**src/core/usq_regs.svh**
```systemverilog
// constants of the ultrasonic burst sequencer: offsets, fields, resets, timing
// assumes a single 25 MHz system clock on both ends
`ifndef USQ_REGS_SVH
`define USQ_REGS_SVH
// ***************************
// timing
// ***************************
`define USQ_SYS_CLK_PERIOD_NS 40
`define USQ_EN_TRIG_WAIT_NS 50
`define USQ_RES_TRIG_WAIT_NS 3050
`define USQ_EN_TRIG_CYC \
    ((`USQ_EN_TRIG_WAIT_NS + `USQ_SYS_CLK_PERIOD_NS - 1) / `USQ_SYS_CLK_PERIOD_NS)
`define USQ_RES_TRIG_CYC \
    ((`USQ_RES_TRIG_WAIT_NS + `USQ_SYS_CLK_PERIOD_NS - 1) / `USQ_SYS_CLK_PERIOD_NS)
`define USQ_SPI_HALF_CYC 2
`define USQ_SPI_LAST_BIT 4'hf
`define USQ_SPI_CMD_LAST 4'h7
`define USQ_START_MAX_PERIODS 3
// ***************************
// register offsets
// ***************************
`define USQ_ADDR_BURST 7'h00
`define USQ_ADDR_SHAPE 7'h01
`define USQ_ADDR_FLIGHT 7'h02
`define USQ_ADDR_ECHO 7'h03
`define USQ_ADDR_STATUS 7'h04
// ***************************
// fields
// ***************************
`define USQ_DIV_LSB 5
`define USQ_CNT_LSB 0
`define USQ_DAMP_BIT 5
`define USQ_SHIFT_LSB 0
`define USQ_FB_BIT 1
`define USQ_BYP_BIT 0
`define USQ_LIM_LSB 0
`define USQ_BUSY_BIT 7
// ***************************
// reset values
// ***************************
`define USQ_BURST_RST 8'h41
`define USQ_SHAPE_RST 8'h00
`define USQ_FLIGHT_RST 8'h00
`define USQ_ECHO_RST 8'h01
`endif

```
**src/core/usq_pkg.sv**
```systemverilog
// types shared by both ends of the ultrasonic burst sequencer link
// assumes nothing beyond a SystemVerilog compiler
package usq_pkg;
    typedef enum logic [2:0]
    {
        USQ_DEV_IDLE = 3'b001,
        USQ_DEV_BURST = 3'b010,
        USQ_DEV_LISTEN = 3'b100
    } usq_dev_state_t;

    typedef enum logic [3:0]
    {
        USQ_HOST_IDLE = 4'b0001,
        USQ_HOST_SPI = 4'b0010,
        USQ_HOST_TRIG = 4'b0100,
        USQ_HOST_MEAS = 4'b1000
    } usq_host_state_t;
endpackage

```
**src/core/usq_link_if.sv**
```systemverilog
// link between the controller and the burst sequencer: control pins and spi
// assumes both ends run on the same system clock
`timescale 1ns/1ps
interface usq_link_if;
    logic trigger;
    logic enable;
    logic meas_reset;
    logic start;
    logic stop;
    logic spi_sclk;
    logic spi_cs_n;
    logic spi_mosi;
    logic spi_miso;

    modport dev
    (
        input trigger, enable, meas_reset, spi_sclk, spi_cs_n, spi_mosi,
        output start, stop, spi_miso
    );
    modport host
    (
        output trigger, enable, meas_reset, spi_sclk, spi_cs_n, spi_mosi,
        input start, stop, spi_miso
    );
endinterface

```
**src/core/usq_dev_end.sv**
```systemverilog
// burst sequencer device end: spi registers, tx burst, echo stop gating
// assumes link pins synchronous to i_sys_clk, which is also the reference clock
`timescale 1ns/1ps
`include "usq_regs.svh"
module usq_dev_end #(
    parameter int CNT_W = 5,
    parameter int DIV_W = 3,
    parameter int ECHO_W = 3
)
(
    input wire logic i_sys_clk,
    input wire logic i_reset_n,
    usq_link_if.dev lnk,
    input wire logic i_zero_cross,
    input wire logic i_over_thresh,
    output logic o_tx_drive,
    output logic o_tx_damp,
    output logic o_preamp_feedback_select,
    output logic o_preamp_cap_connect,
    output logic o_preamp_bypass,
    output logic o_preamp_power_on,
    output logic o_busy
);
    // ***************************
    // parameter check
    // ***************************
    // field positions are fixed, so wider fields would overlap
    if (CNT_W < 1 || CNT_W > 5 || DIV_W < 1 || DIV_W > 3 || ECHO_W < 1 || ECHO_W > 7)
    begin : g_bad_param
        $error("usq_dev_end: field width out of range");
    end

    function automatic logic [7:0] usq_half(input logic [DIV_W-1:0] e);
        usq_half = 8'h01 << e;
    endfunction

    // ***************************
    // spi slave and registers
    // ***************************
    logic [7:0] burst_r;
    logic [7:0] shape_r;
    logic [7:0] flight_r;
    logic [7:0] echo_r;
    logic sclk_q;
    logic [3:0] bit_cnt_r;
    logic [7:0] sh_r;
    logic cmd_rd_r;
    logic [6:0] cmd_addr_r;
    logic [7:0] rd_sh_r;
    logic miso_r;
    logic sclk_rise;
    logic sclk_fall;
    logic [6:0] rd_addr;
    logic [7:0] rd_val;
    usq_pkg::usq_dev_state_t state_r;
    logic [ECHO_W-1:0] echo_cnt_r;

    assign sclk_rise = lnk.spi_sclk & ~sclk_q & ~lnk.spi_cs_n;
    assign sclk_fall = ~lnk.spi_sclk & sclk_q & ~lnk.spi_cs_n;
    assign rd_addr = {sh_r[5:0], lnk.spi_mosi};

    always_comb
    begin
        rd_val = 8'h00;
        case (rd_addr)
            `USQ_ADDR_BURST: rd_val = burst_r;
            `USQ_ADDR_SHAPE: rd_val = shape_r;
            `USQ_ADDR_FLIGHT: rd_val = flight_r;
            `USQ_ADDR_ECHO: rd_val = echo_r;
            `USQ_ADDR_STATUS:
            begin
                rd_val[ECHO_W-1:0] = echo_cnt_r;
                rd_val[`USQ_BUSY_BIT] = (state_r != usq_pkg::USQ_DEV_IDLE);
            end
            default: rd_val = 8'h00;
        endcase
    end

    always_ff @(posedge i_sys_clk or negedge i_reset_n)
    begin
        if (!i_reset_n)
        begin
            sclk_q <= 1'b0;
            bit_cnt_r <= 4'h0;
            sh_r <= 8'h00;
            cmd_rd_r <= 1'b0;
            cmd_addr_r <= 7'h00;
            rd_sh_r <= 8'h00;
            miso_r <= 1'b0;
        end
        else
        begin
            sclk_q <= lnk.spi_sclk;
            if (lnk.spi_cs_n)
            begin
                bit_cnt_r <= 4'h0;
            end
            else if (sclk_rise)
            begin
                sh_r <= {sh_r[6:0], lnk.spi_mosi};
                bit_cnt_r <= bit_cnt_r + 4'h1;
                if (bit_cnt_r == `USQ_SPI_CMD_LAST)
                begin
                    cmd_rd_r <= sh_r[6];
                    cmd_addr_r <= rd_addr;
                    rd_sh_r <= rd_val;
                end
            end
            else if (sclk_fall && bit_cnt_r[3])
            begin
                miso_r <= rd_sh_r[7];
                rd_sh_r <= {rd_sh_r[6:0], 1'b0};
            end
        end
    end

    always_ff @(posedge i_sys_clk or negedge i_reset_n)
    begin
        if (!i_reset_n)
        begin
            burst_r <= `USQ_BURST_RST;
            shape_r <= `USQ_SHAPE_RST;
            flight_r <= `USQ_FLIGHT_RST;
            echo_r <= `USQ_ECHO_RST;
        end
        else if (sclk_rise && bit_cnt_r == `USQ_SPI_LAST_BIT && !cmd_rd_r)
        begin
            case (cmd_addr_r)
                `USQ_ADDR_BURST: burst_r <= {sh_r[6:0], lnk.spi_mosi};
                `USQ_ADDR_SHAPE: shape_r <= {sh_r[6:0], lnk.spi_mosi};
                `USQ_ADDR_FLIGHT: flight_r <= {sh_r[6:0], lnk.spi_mosi};
                `USQ_ADDR_ECHO: echo_r <= {sh_r[6:0], lnk.spi_mosi};
                default: ;
            endcase
        end
    end

    // ***************************
    // measurement sequencer
    // ***************************
    logic [DIV_W-1:0] div_exp;
    logic [CNT_W-1:0] cnt_cfg;
    logic [CNT_W-1:0] shift_pos;
    logic [ECHO_W-1:0] echo_lim;
    logic trig_q;
    logic zc_q;
    logic [7:0] ph_cnt_r;
    logic phase_r;
    logic [CNT_W-1:0] left_r;
    logic [CNT_W-1:0] idx_r;
    logic armed_r;
    logic fire;

    assign div_exp = burst_r[`USQ_DIV_LSB +: DIV_W];
    assign cnt_cfg = burst_r[`USQ_CNT_LSB +: CNT_W];
    assign shift_pos = shape_r[`USQ_SHIFT_LSB +: CNT_W];
    assign echo_lim = echo_r[`USQ_LIM_LSB +: ECHO_W];
    // zero-cross rise counts only once armed
    assign fire = (state_r == usq_pkg::USQ_DEV_LISTEN) & i_zero_cross & ~zc_q & armed_r;

    always_ff @(posedge i_sys_clk or negedge i_reset_n)
    begin
        if (!i_reset_n)
        begin
            trig_q <= 1'b0;
            zc_q <= 1'b0;
        end
        else
        begin
            trig_q <= lnk.trigger;
            zc_q <= i_zero_cross;
        end
    end

    always_ff @(posedge i_sys_clk or negedge i_reset_n)
    begin
        if (!i_reset_n)
        begin
            state_r <= usq_pkg::USQ_DEV_IDLE;
            ph_cnt_r <= 8'h00;
            phase_r <= 1'b0;
            left_r <= '0;
            idx_r <= '0;
            armed_r <= 1'b0;
            echo_cnt_r <= '0;
        end
        else if (lnk.meas_reset || !lnk.enable)
        begin
            state_r <= usq_pkg::USQ_DEV_IDLE;
            armed_r <= 1'b0;
        end
        else
        begin
            case (state_r)
                usq_pkg::USQ_DEV_IDLE:
                begin
                    if (lnk.trigger && !trig_q)
                    begin
                        state_r <= usq_pkg::USQ_DEV_BURST;
                        ph_cnt_r <= 8'h00;
                        phase_r <= 1'b0;
                        idx_r <= '0;
                        left_r <= (cnt_cfg == '0) ? CNT_W'(1) : cnt_cfg;
                        armed_r <= 1'b0;
                        echo_cnt_r <= '0;
                    end
                end
                usq_pkg::USQ_DEV_BURST:
                begin
                    if (ph_cnt_r == usq_half(div_exp) - 8'h01)
                    begin
                        ph_cnt_r <= 8'h00;
                        phase_r <= ~phase_r;
                        // one pulse ends per full period
                        if (phase_r)
                        begin
                            idx_r <= idx_r + CNT_W'(1);
                            left_r <= left_r - CNT_W'(1);
                            if (left_r == CNT_W'(1))
                            begin
                                state_r <= (echo_lim == '0) ? usq_pkg::USQ_DEV_IDLE :
                                    usq_pkg::USQ_DEV_LISTEN;
                            end
                        end
                    end
                    else
                    begin
                        ph_cnt_r <= ph_cnt_r + 8'h01;
                    end
                end
                usq_pkg::USQ_DEV_LISTEN:
                begin
                    // threshold arming wins over the clear by a fired event
                    armed_r <= i_over_thresh | (armed_r & ~fire);
                    // count forwarded echoes up to the limit
                    if (fire)
                    begin
                        echo_cnt_r <= echo_cnt_r + ECHO_W'(1);
                        if (echo_cnt_r + ECHO_W'(1) == echo_lim)
                        begin
                            state_r <= usq_pkg::USQ_DEV_IDLE;
                        end
                    end
                end
                default: state_r <= usq_pkg::USQ_DEV_IDLE;
            endcase
        end
    end

    // ***************************
    // registered outputs
    // ***************************
    logic start_r;
    logic stop_r;
    logic in_burst;
    logic invert;
    logic damp_now;

    assign in_burst = (state_r == usq_pkg::USQ_DEV_BURST);
    assign invert = (shift_pos != '0) && ({1'b0, idx_r} + 1'b1 >= {1'b0, shift_pos});
    assign damp_now = shape_r[`USQ_DAMP_BIT] && (left_r == CNT_W'(1));

    always_ff @(posedge i_sys_clk or negedge i_reset_n)
    begin
        if (!i_reset_n)
        begin
            start_r <= 1'b0;
            stop_r <= 1'b0;
            o_tx_drive <= 1'b0;
            o_tx_damp <= 1'b0;
            o_busy <= 1'b0;
        end
        else
        begin
            // start spans the first pulses, capped
            start_r <= in_burst && ({1'b0, idx_r} < (CNT_W + 1)'(`USQ_START_MAX_PERIODS));
            // tx shares the start register stage
            // high first half, low second half
            // phase inversion and damped last pulse
            o_tx_drive <= in_burst & ~damp_now & (~phase_r ^ invert);
            o_tx_damp <= in_burst & damp_now;
            // one-cycle stop pulse per qualified crossing
            stop_r <= fire;
            o_busy <= (state_r != usq_pkg::USQ_DEV_IDLE);
        end
    end

    always_ff @(posedge i_sys_clk or negedge i_reset_n)
    begin
        if (!i_reset_n)
        begin
            o_preamp_feedback_select <= 1'b0;
            o_preamp_cap_connect <= 1'b1;
            o_preamp_bypass <= 1'b0;
            o_preamp_power_on <= 1'b1;
        end
        else
        begin
            o_preamp_feedback_select <= flight_r[`USQ_FB_BIT];
            o_preamp_cap_connect <= ~flight_r[`USQ_FB_BIT];
            o_preamp_bypass <= flight_r[`USQ_BYP_BIT];
            o_preamp_power_on <= ~flight_r[`USQ_BYP_BIT];
        end
    end

    assign lnk.start = start_r;
    assign lnk.stop = stop_r;
    assign lnk.spi_miso = miso_r;
endmodule

```
**src/flat_wrapper.sv**
```systemverilog
// flat-port wrapper written by rule: the top's interface ports become plain ports
module usq_dev_end_flat 
#(
    parameter int CNT_W = 5,
    parameter int DIV_W = 3,
    parameter int ECHO_W = 3
)
  (i_sys_clk, i_reset_n, i_zero_cross, i_over_thresh, o_tx_drive, o_tx_damp, o_preamp_feedback_select, o_preamp_cap_connect, o_preamp_bypass, o_preamp_power_on, o_busy, lnk_trigger, lnk_enable, lnk_meas_reset, lnk_spi_sclk, lnk_spi_cs_n, lnk_spi_mosi, lnk_start, lnk_stop, lnk_spi_miso);
  usq_link_if lnk_i ();
  input wire logic i_sys_clk;
  input wire logic i_reset_n;
  input wire logic i_zero_cross;
  input wire logic i_over_thresh;
  output logic o_tx_drive;
  output logic o_tx_damp;
  output logic o_preamp_feedback_select;
  output logic o_preamp_cap_connect;
  output logic o_preamp_bypass;
  output logic o_preamp_power_on;
  output logic o_busy;
  input wire logic [$bits(lnk_i.trigger)-1:0] lnk_trigger;
  input wire logic [$bits(lnk_i.enable)-1:0] lnk_enable;
  input wire logic [$bits(lnk_i.meas_reset)-1:0] lnk_meas_reset;
  input wire logic [$bits(lnk_i.spi_sclk)-1:0] lnk_spi_sclk;
  input wire logic [$bits(lnk_i.spi_cs_n)-1:0] lnk_spi_cs_n;
  input wire logic [$bits(lnk_i.spi_mosi)-1:0] lnk_spi_mosi;
  output wire logic [$bits(lnk_i.start)-1:0] lnk_start;
  output wire logic [$bits(lnk_i.stop)-1:0] lnk_stop;
  output wire logic [$bits(lnk_i.spi_miso)-1:0] lnk_spi_miso;
  assign lnk_i.trigger = lnk_trigger;
  assign lnk_i.enable = lnk_enable;
  assign lnk_i.meas_reset = lnk_meas_reset;
  assign lnk_i.spi_sclk = lnk_spi_sclk;
  assign lnk_i.spi_cs_n = lnk_spi_cs_n;
  assign lnk_i.spi_mosi = lnk_spi_mosi;
  assign lnk_start = lnk_i.start;
  assign lnk_stop = lnk_i.stop;
  assign lnk_spi_miso = lnk_i.spi_miso;
  usq_dev_end #(.CNT_W(CNT_W), .DIV_W(DIV_W), .ECHO_W(ECHO_W)) u_core (.i_sys_clk(i_sys_clk), .i_reset_n(i_reset_n), .lnk(lnk_i), .i_zero_cross(i_zero_cross), .i_over_thresh(i_over_thresh), .o_tx_drive(o_tx_drive), .o_tx_damp(o_tx_damp), .o_preamp_feedback_select(o_preamp_feedback_select), .o_preamp_cap_connect(o_preamp_cap_connect), .o_preamp_bypass(o_preamp_bypass), .o_preamp_power_on(o_preamp_power_on), .o_busy(o_busy));
endmodule
```
**config.mk**
```make
export PLATFORM = sky130hd
export DESIGN_NAME = usq_dev_end_flat
export DESIGN_NICKNAME = d
export VERILOG_FILES = /design/src/core/usq_pkg.sv /design/src/core/usq_link_if.sv /design/src/core/usq_dev_end.sv /design/src/flat_wrapper.sv
export VERILOG_INCLUDE_DIRS = /design/src /design/src/core
export SDC_FILE = /design/constraint.sdc
export NUM_CORES = 1
export LEC_CHECK = 0
export ABC_AREA = 1
export BUFFER_PORTS_ARGS = -buffer_cell sky130_fd_sc_hd__clkbuf_2
export CAP_MARGIN = 20
export CORE_MARGIN = 10
export CORE_UTILIZATION = 58
export DETAILED_ROUTE_END_ITERATION = 10
export PLACE_DENSITY = 0.83
export REMOVE_ABC_BUFFERS = 1
export SLEW_MARGIN = 20
export SYNTH_ARGS = -nofsm -noshare
export SYNTH_HDL_FRONTEND = slang
export SYNTH_SLANG_ARGS = --single-unit
```
**constraint.sdc**
```tcl
create_clock -name i_sys_clk -period 2.5 [get_ports i_sys_clk]
set_input_delay 0.25 -clock i_sys_clk [delete_from_list [all_inputs] [get_ports i_sys_clk]]
set_output_delay 0.25 -clock i_sys_clk [all_outputs]
set_load 0.02 [all_outputs]
```
==> metrics.txt, run 1 <==
Synth Warn #=0; first-pass GRT wire length=~19 mm; clk sink count=slightly below 100; final hold slack=~0.16 ns; Die Y=roughly 110 microns; Nets=682; Pint=0.002173 W; fmax=433.7 MHz; Combinational Power Share=13.8%; vias in the first global route=4,078; via/cell ratio=around 5.6; post-route insts no fill=770; Sw Pwr=~0.00094 W; RSZ-0062 raised after global routing=no; P_leak=between 2 and 3 nW; Yosys cell types=38; Worst Hold Path Cells=3; DP HPWL=between 8 and 9 mm; critical path class=reg -> reg; CTS Buffer Depth=2; ANT cells=0; Die ar.=roughly 13,000 sq um; num ports=20; area growth from synthesis to layout=9.511%; most frequent cells in the layout=178 x nand2_1, 92 x dfrtp_1, 76 x inv_1; GRT overflow=0; Final Hold Fails=0; critical path data arrival time=roughly 2.6 ns; PD cells=about 570 nW/um^2; Post-DP Area=between 5000 and 6000 sq um; DRT Pass-1 Iters=5; CTS Root Cell=clkbuf_8; Crit. End Element=register; buffers added on ports=19; Routed WL=between 10 and 15 mm; CTS Buf Count=9; crit share post-route=between 90 and 100%; most common cell after layout, fill and taps aside=nand2_1; Seq pwr share=around 56%; row cnt=33; register area share after synthesis=approximately 50%; Hold Path Origin=lnk_spi_mosi; design area=roughly 5500 sq um; post-synthesis instance total=between 600 and 700; initial DRC count=around 360; placer congestion estimate=just over 0.9; R2R Path End=u_core.ph_cnt_r[7]; largest net degree at the start of global routing=66; gr usage total=a little under a fifth; status=finished, final reports clean; clock slew at reported path FFs=around 0.10 ns; MaxCap Viol Count=0; Core Box Area=just over 8000 sq um; R2R depth=15; Reg-to-Reg Start=u_core.burst_r[7]; share of async-settable or async-resettable flops after synthesis=100.0%; Fillers=slightly below 700; TritonCTS clock tree=done; Die Wd=112.7 microns; switch share=between 30% and 40%; slew margin rel.=between 40% and 50%; min cycle time layout=approximately 2.3 ns; Cell Count Post-Placement=750; setup TNS=0 ns; DR vias=between 4,000 and 5,000; Worst Path Max Fanout=12; wire length per cell=about 14 microns; Max VDD drop=0.0002931 V; syn avg cell area=between 7 and 8 sq um; Clock Latency Late Sink=0.38 ns; max-slew violation count=0; final setup fails=0; Setup Skew=0.01727 ns; Hold Crit Endpoint=u_core.sh_r[0]; Post-Synthesis Cell Area=4986 sq um; Worst-Margin Slew=0.7923 ns; r2r setup slk=around 0.19 ns; worst endpoint required time=roughly 2.8 ns; Startpoint Class=register; Synth Register Bits=98; Clock Power Share=30.5%; share of cells above drive strength 1=9.774%; antenna violations before repair=0; # Post-CTS Setup Buffers=0; H-tree Lvls=3; # DRC=0; Post-DRT Antenna Nets=0; EDFF count, synth=0; worst min-delay path class=in -> reg; dominant synthesized flop cell=dfrtp_1; Initial Util=between 60% and 70%
[how the worst max path moves through the flow]
stage	startpoint	endpoint	slack (ns)
6_report	u_core.burst_r[7]	u_core.ph_cnt_r[7]	0.19
3_3_place_gp	u_core.burst_r[6]	u_core.idx_r[2]	0.27
4_1_cts	u_core.burst_r[6]	u_core.idx_r[1]	0.14
3_5_place_dp	u_core.burst_r[6]	u_core.idx_r[1]	0.04
2_1_floorplan	u_core.burst_r[7]	u_core.idx_r[0]	0.30
5_1_grt	u_core.burst_r[7]	u_core.ph_cnt_r[7]	0.02
[per-stage QoR]
step	util (%)	worst slack, ns	power, W
2_1_floorplan	-	0.3039	0.002013
3_3_place_gp	62.96	0.2691	0.002148
3_5_place_dp	62.96	0.03650	0.002172
4_1_cts	65.60	0.1445	0.003113
5_1_grt	65.79	0.01671	0.003267
6_report	65.79	0.1943	0.003110
[timing repair]
item,in CTS,in global routing
hold endpoints to repair,59,0
gates cloned,0,0
endpoints found under the setup margin,1,16
gates resized for setup,1,3
hold buffers,4,0
[registers in the layout (all words and copies together) (netlist names), 4 cells and up]
register / flops
u_core.burst_r: 8
u_core.echo_r: 8
u_core.flight_r: 8
u_core.ph_cnt_r: 8
u_core.rd_sh_r: 8
u_core.shape_r: 8
u_core.cmd_addr_r: 7
u_core.sh_r: 7
u_core.idx_r: 5
u_core.left_r: 5
u_core.bit_cnt_r: 4
[cell usage after synthesis, types with 2 or more instances]
cell	number	area share, %
nor2_1	48	3.6
nor4_1	2	0.25
nor2_2	2	0.25
o21bai_1	2	0.30
nand2_1	179	13
nand2_2	4	0.50
buf_2	7	0.70
o22ai_1	6	0.75
inv_2	2	0.15
clkbuf_1	4	0.30
nand3_1	37	3.7
o21ai_1	24	2.4
xnor2_1	5	0.88
dfstp_2	6	3.2
nor3_1	7	0.70
dfrtp_1	92	46
o21ai_0	52	5.2
xor2_1	9	1.6
ha_1	12	3.0
a21oi_1	16	1.6
inv_1	76	5.7
nand4_1	21	2.6
[power by group through the flow]
stage / sequential, W / combinational, W / clock (W)
finish: 0.00173 / 0.000429 / 0.000950
global route: 0.00174 / 0.000488 / 0.00104
CTS: 0.00173 / 0.000421 / 0.000963
detailed placement: 0.00176 / 0.000412 / 0
global placement: 0.00176 / 0.000392 / 0
floorplan: 0.00175 / 0.000265 / 0
[worst max-delay path, cell delays in order (launching register included)]
cell	delay, ns
dfrtp_1	0.40
nor2_1	0.19
nand2_1	0.12
ha_1	0.27
inv_1	0.10
nand2_1	0.07
nand2_1	0.10
nor2_1	0.05
nor2_1	0.09
nand2_1	0.07
nor2_1	0.10
nand3_1	0.12
nand2_4	0.17
nand2_1	0.10
inv_1	0.17
nor2_1	0.07
[cells by family after synthesis]
| logic type | share of synthesized area (%) |
|---|---|
| and+or+nand+nor | 26.32 |
| muxes | 0.2258 |
| buffers and inverters | 7.252 |
| AOI/OAI and AO/OA | 11.39 |
| DFF | 49.34 |
| xor gates and xnor gates | 2.459 |
| adders and majority gates | 3.011 |
[routing by layer]
| layer | part of all wire (%) | track usage (%) | vias up |
|---|---|---|---|
| li1 | - | - | 2112 |
| met3 | 6.0 | 4.385 | 18 |
| met4 | 1.8 | 6.684 | 0 |
| met1 | 44 | 22.85 | 2044 |
| met2 | 48 | 29.34 | 121 |
| met5 | 0 | 0 | - |
[layout make-up]
| type | instances | area (sq um) | area share (%) |
|---|---|---|---|
| clock inverter | 6 | 48.80 | 0.8937 |
| clock buffer | 10 | 127.6 | 2.337 |
| multi-input combinational | 439 | 2180 | 39.92 |
| timing repair buffer | 33 | 212.7 | 3.896 |
| inverter | 79 | 300.3 | 5.500 |
| tap | 105 | 131.4 | 2.406 |
| sequential | 98 | 2460 | 45.05 |
Note: power is estimated with default switching activity, not from simulation.
==> run 2, diff against run 1 <==
--- a/config.mk
+++ b/config.mk
@@ -6,7 +6,7 @@
 export SDC_FILE = /design/constraint.sdc
 export NUM_CORES = 1
 export LEC_CHECK = 0
-export ABC_AREA = 1
+export ABC_AREA = 0
 export BUFFER_PORTS_ARGS = -buffer_cell sky130_fd_sc_hd__clkbuf_2
 export CAP_MARGIN = 20
 export CORE_MARGIN = 10
==> run 2 against run 1 <==
Compared with the run above:
- the run now ends with setup timing left
- routed wire length grew 7.6%
- total power grew 8.9%
- maximum frequency shrank 10%
- non-clock buffer count is 26 higher
- cell area increased by 6.3%
- critical path depth is 4 lower
- clock skew decreased by 0.0048 ns
- first-iteration DRC count fell by 32%
- highest routed layer unchanged
==> metrics.txt, run 2 <==
status=finished, violations left; failing checks=setup timing; register area share after synthesis=approximately half; Synth Warn #=0; dominant synthesized flop cell=dfrtp_1; GRT overflow=0; most numerous cell in the Yosys netlist=dfrtp_1; Die ar.=~13,000 sq um; CTS Buf Count=9; Synth area leader=dfrtp_1; Worst Hold Path Cells=1; max-slew violation count=0; ANT cells=0; Nets=about 550; Setup Skew=0.01248 ns; fmax=about 390 MHz; design area=about 5800 sq um; P_leak=2.721 nW; initial DRC count=~240; # DRC=0; Hold Crit Endpoint=u_core.sclk_q; R2R Path End=u_core.ph_cnt_r[3]; slew margin rel.=43.64%; largest family of logic cells by synthesized area=simple AND/OR/NAND/NOR gates; Cell Count Post-Placement=619; Yosys cell types=64; MaxCap Viol Count=0; Simple-Gate Fraction of Synth Area=about a fifth; top cells by area, synth=dfrtp_1 46%, mux2_2 7.5%, nand2_1 5.9%, dfstp_2 3.2%, ha_1 3.0%; clock slew at reported path FFs=0.10 ns; post-route insts no fill=642; DRT Pass-1 Iters=8; Worst Path Max Fanout=5; worst min-delay path class=in -> reg; min cycle time layout=2.570 ns; Die Wd=approximately 110 microns; Reg-to-Reg Start=u_core.burst_r[5]; Die Y=112.7 microns; mux contribution to synthesized area=between 8 and 9%; clk sink count=98; syn avg cell area=around 10 sq um; Hold Path Origin=lnk_spi_sclk; CP top delay family=compound AO/OA/AOI/OAI gates; Crit. End Element=register; Routed WL=around 12 mm; area share of the largest cell type after synthesis=between 40% and 50%; slowest CP cell=dfrtp_1; Post-DRT Antenna Nets=0; post-synthesis instance total=approximately 490; CTS Buffer Depth=2; Core Box Area=between 8000 and 9000 sq um; via/cell ratio=~6.3; most common library cells after synthesis=92 x dfrtp_1, 78 x nand2_1, 33 x mux2_2, 33 x nor2_1, 16 x a21oi_1; Post-DP Area=between 5000 and 6000 sq um; CTS Root Cell=clkbuf_8; TritonCTS clock tree=done; area growth from synthesis to layout=16.49%; buffers added on ports=19; antenna violations before repair=0; Initial Util=between 60% and 70%; largest net degree at the start of global routing=53; final setup fails=5; most frequent cells in the layout=92 x dfrtp_1, 77 x nand2_1, 33 x mux2_2; Clock Latency Late Sink=0.37 ns; compound-cell area share of the yosys netlist=13.28%; most common cell after layout, fill and taps aside=dfrtp_1; Synth Register Bits=98; PD cells=around 580 nW/um^2; gr usage total=between 15 and 20%; Worst-Margin Slew=0.8390 ns; post-synthesis xor/xnor area fraction=under 10%; Adder-Cell Fraction of Synth Area=roughly 3.0%; DR vias=roughly 4,100; setup TNS=-0.1418 ns; vias in the first global route=just under 4,000; placer congestion estimate=0.9273; num ports=20; RSZ-0062 raised after global routing=yes; Pwr Total=0.003387 W; Startpoint Class=register; worst endpoint required time=between 2 and 3 ns; r2r setup slk=-0.07 ns; Final Hold Fails=0; crit share post-route=102.8%; critical path data arrival time=approximately 2.8 ns; worst-path cell chain=or3_1, ha_2, xor2_1, a21o_1, a2111oi_4, o21a_4, buf_12, buf_6, nor3_2, o21ai_1, o31ai_1; Max VDD drop=0.0003666 V; slowest stage delay, CP=0.40 ns; R2R depth=11; row cnt=33; share of async-settable or async-resettable flops after synthesis=100.0%; H-tree Lvls=3; EDFF count, synth=0; wire length per cell=18.54 microns; DP HPWL=between 8 and 9 mm; Final WS setup=-0.07001 ns; share of cells above drive strength 1=between 20% and 30%; Critical path buffers and inverters=2; first-pass GRT wire length=18.88 mm; critical path class=reg -> reg; Post-Synthesis Cell Area=approximately 5000 sq um
==> run 2: where the power goes <==
part           switching, W  internal, W
sequential        0.0000894      0.00164
clock              0.000530     0.000619
combinational      0.000302     0.000210
==> run 2: kinds of logic (layout without fill, tap and decap cells) <==
group,Yosys count,after routing
muxes,36,36
AOI/OAI and AO/OA,91,91
and+or+nand+nor,199,199
xor gates and xnor gates,13,13
DFF,98,98
adders and majority gates,12,12
buffers and inverters,37,88
==> run 2: metal layers <==
layer / GRT usage, % / part of all wire [%] / vias up
met3: 3.592 / 5.1 / 52
met5: 0 / 0 / -
li1: - / - / 1856
met2: 28.61 / 49 / 159
met1: 22.99 / 43 / 1989
met4: 7.360 / 3.2 / 0
==> run 2: metrics by stage <==
stage	util (%)	setup slack [ns]	hold WS (ns)
after floorplan	-	-0.08990	-0.04559
after global placement	64.56	0.001905	0.2938
after detailed placement	64.56	-0.07906	0.3005
after CTS	68.08	-0.01527	0.02605
after global routing	69.97	-0.1127	0.03542
final	69.97	-0.07001	0.04192
==> run 2: timing repair <==
item                                    CTS  global route
pin swaps                                 3            18
endpoints found under the setup margin   13            22
endpoints found under the hold margin    44             0
setup buffers                             2             3
resized for setup                         7            32
hold buffers                              3             0
==> run 2: how the worst max path moves through the flow <==
stage	from	end	slack, ns	depth (start not counted)
2_1_floorplan	u_core.burst_r[7]	u_core.ph_cnt_r[6]	-0.09	9
3_3_place_gp	u_core.burst_r[7]	u_core.ph_cnt_r[6]	0.002	9
3_5_place_dp	u_core.burst_r[7]	u_core.ph_cnt_r[6]	-0.08	9
4_1_cts	u_core.burst_r[7]	u_core.left_r[2]	-0.02	10
5_1_grt	u_core.burst_r[5]	u_core.left_r[2]	-0.11	10
6_report	u_core.burst_r[5]	u_core.ph_cnt_r[3]	-0.07	11
==> run 2: layout make-up <==
class | count | area, sq um
Tap cell | 105 | 131.4
Clock buffer | 12 | 155.1
Fill cell | 589 | 2492
Timing Repair Buffer | 59 | 456.7
Clock inverter | 4 | 73.82
Multi-Input combinational cell | 351 | 2481
Sequential cell | 98 | 2460
Inverter | 13 | 48.80
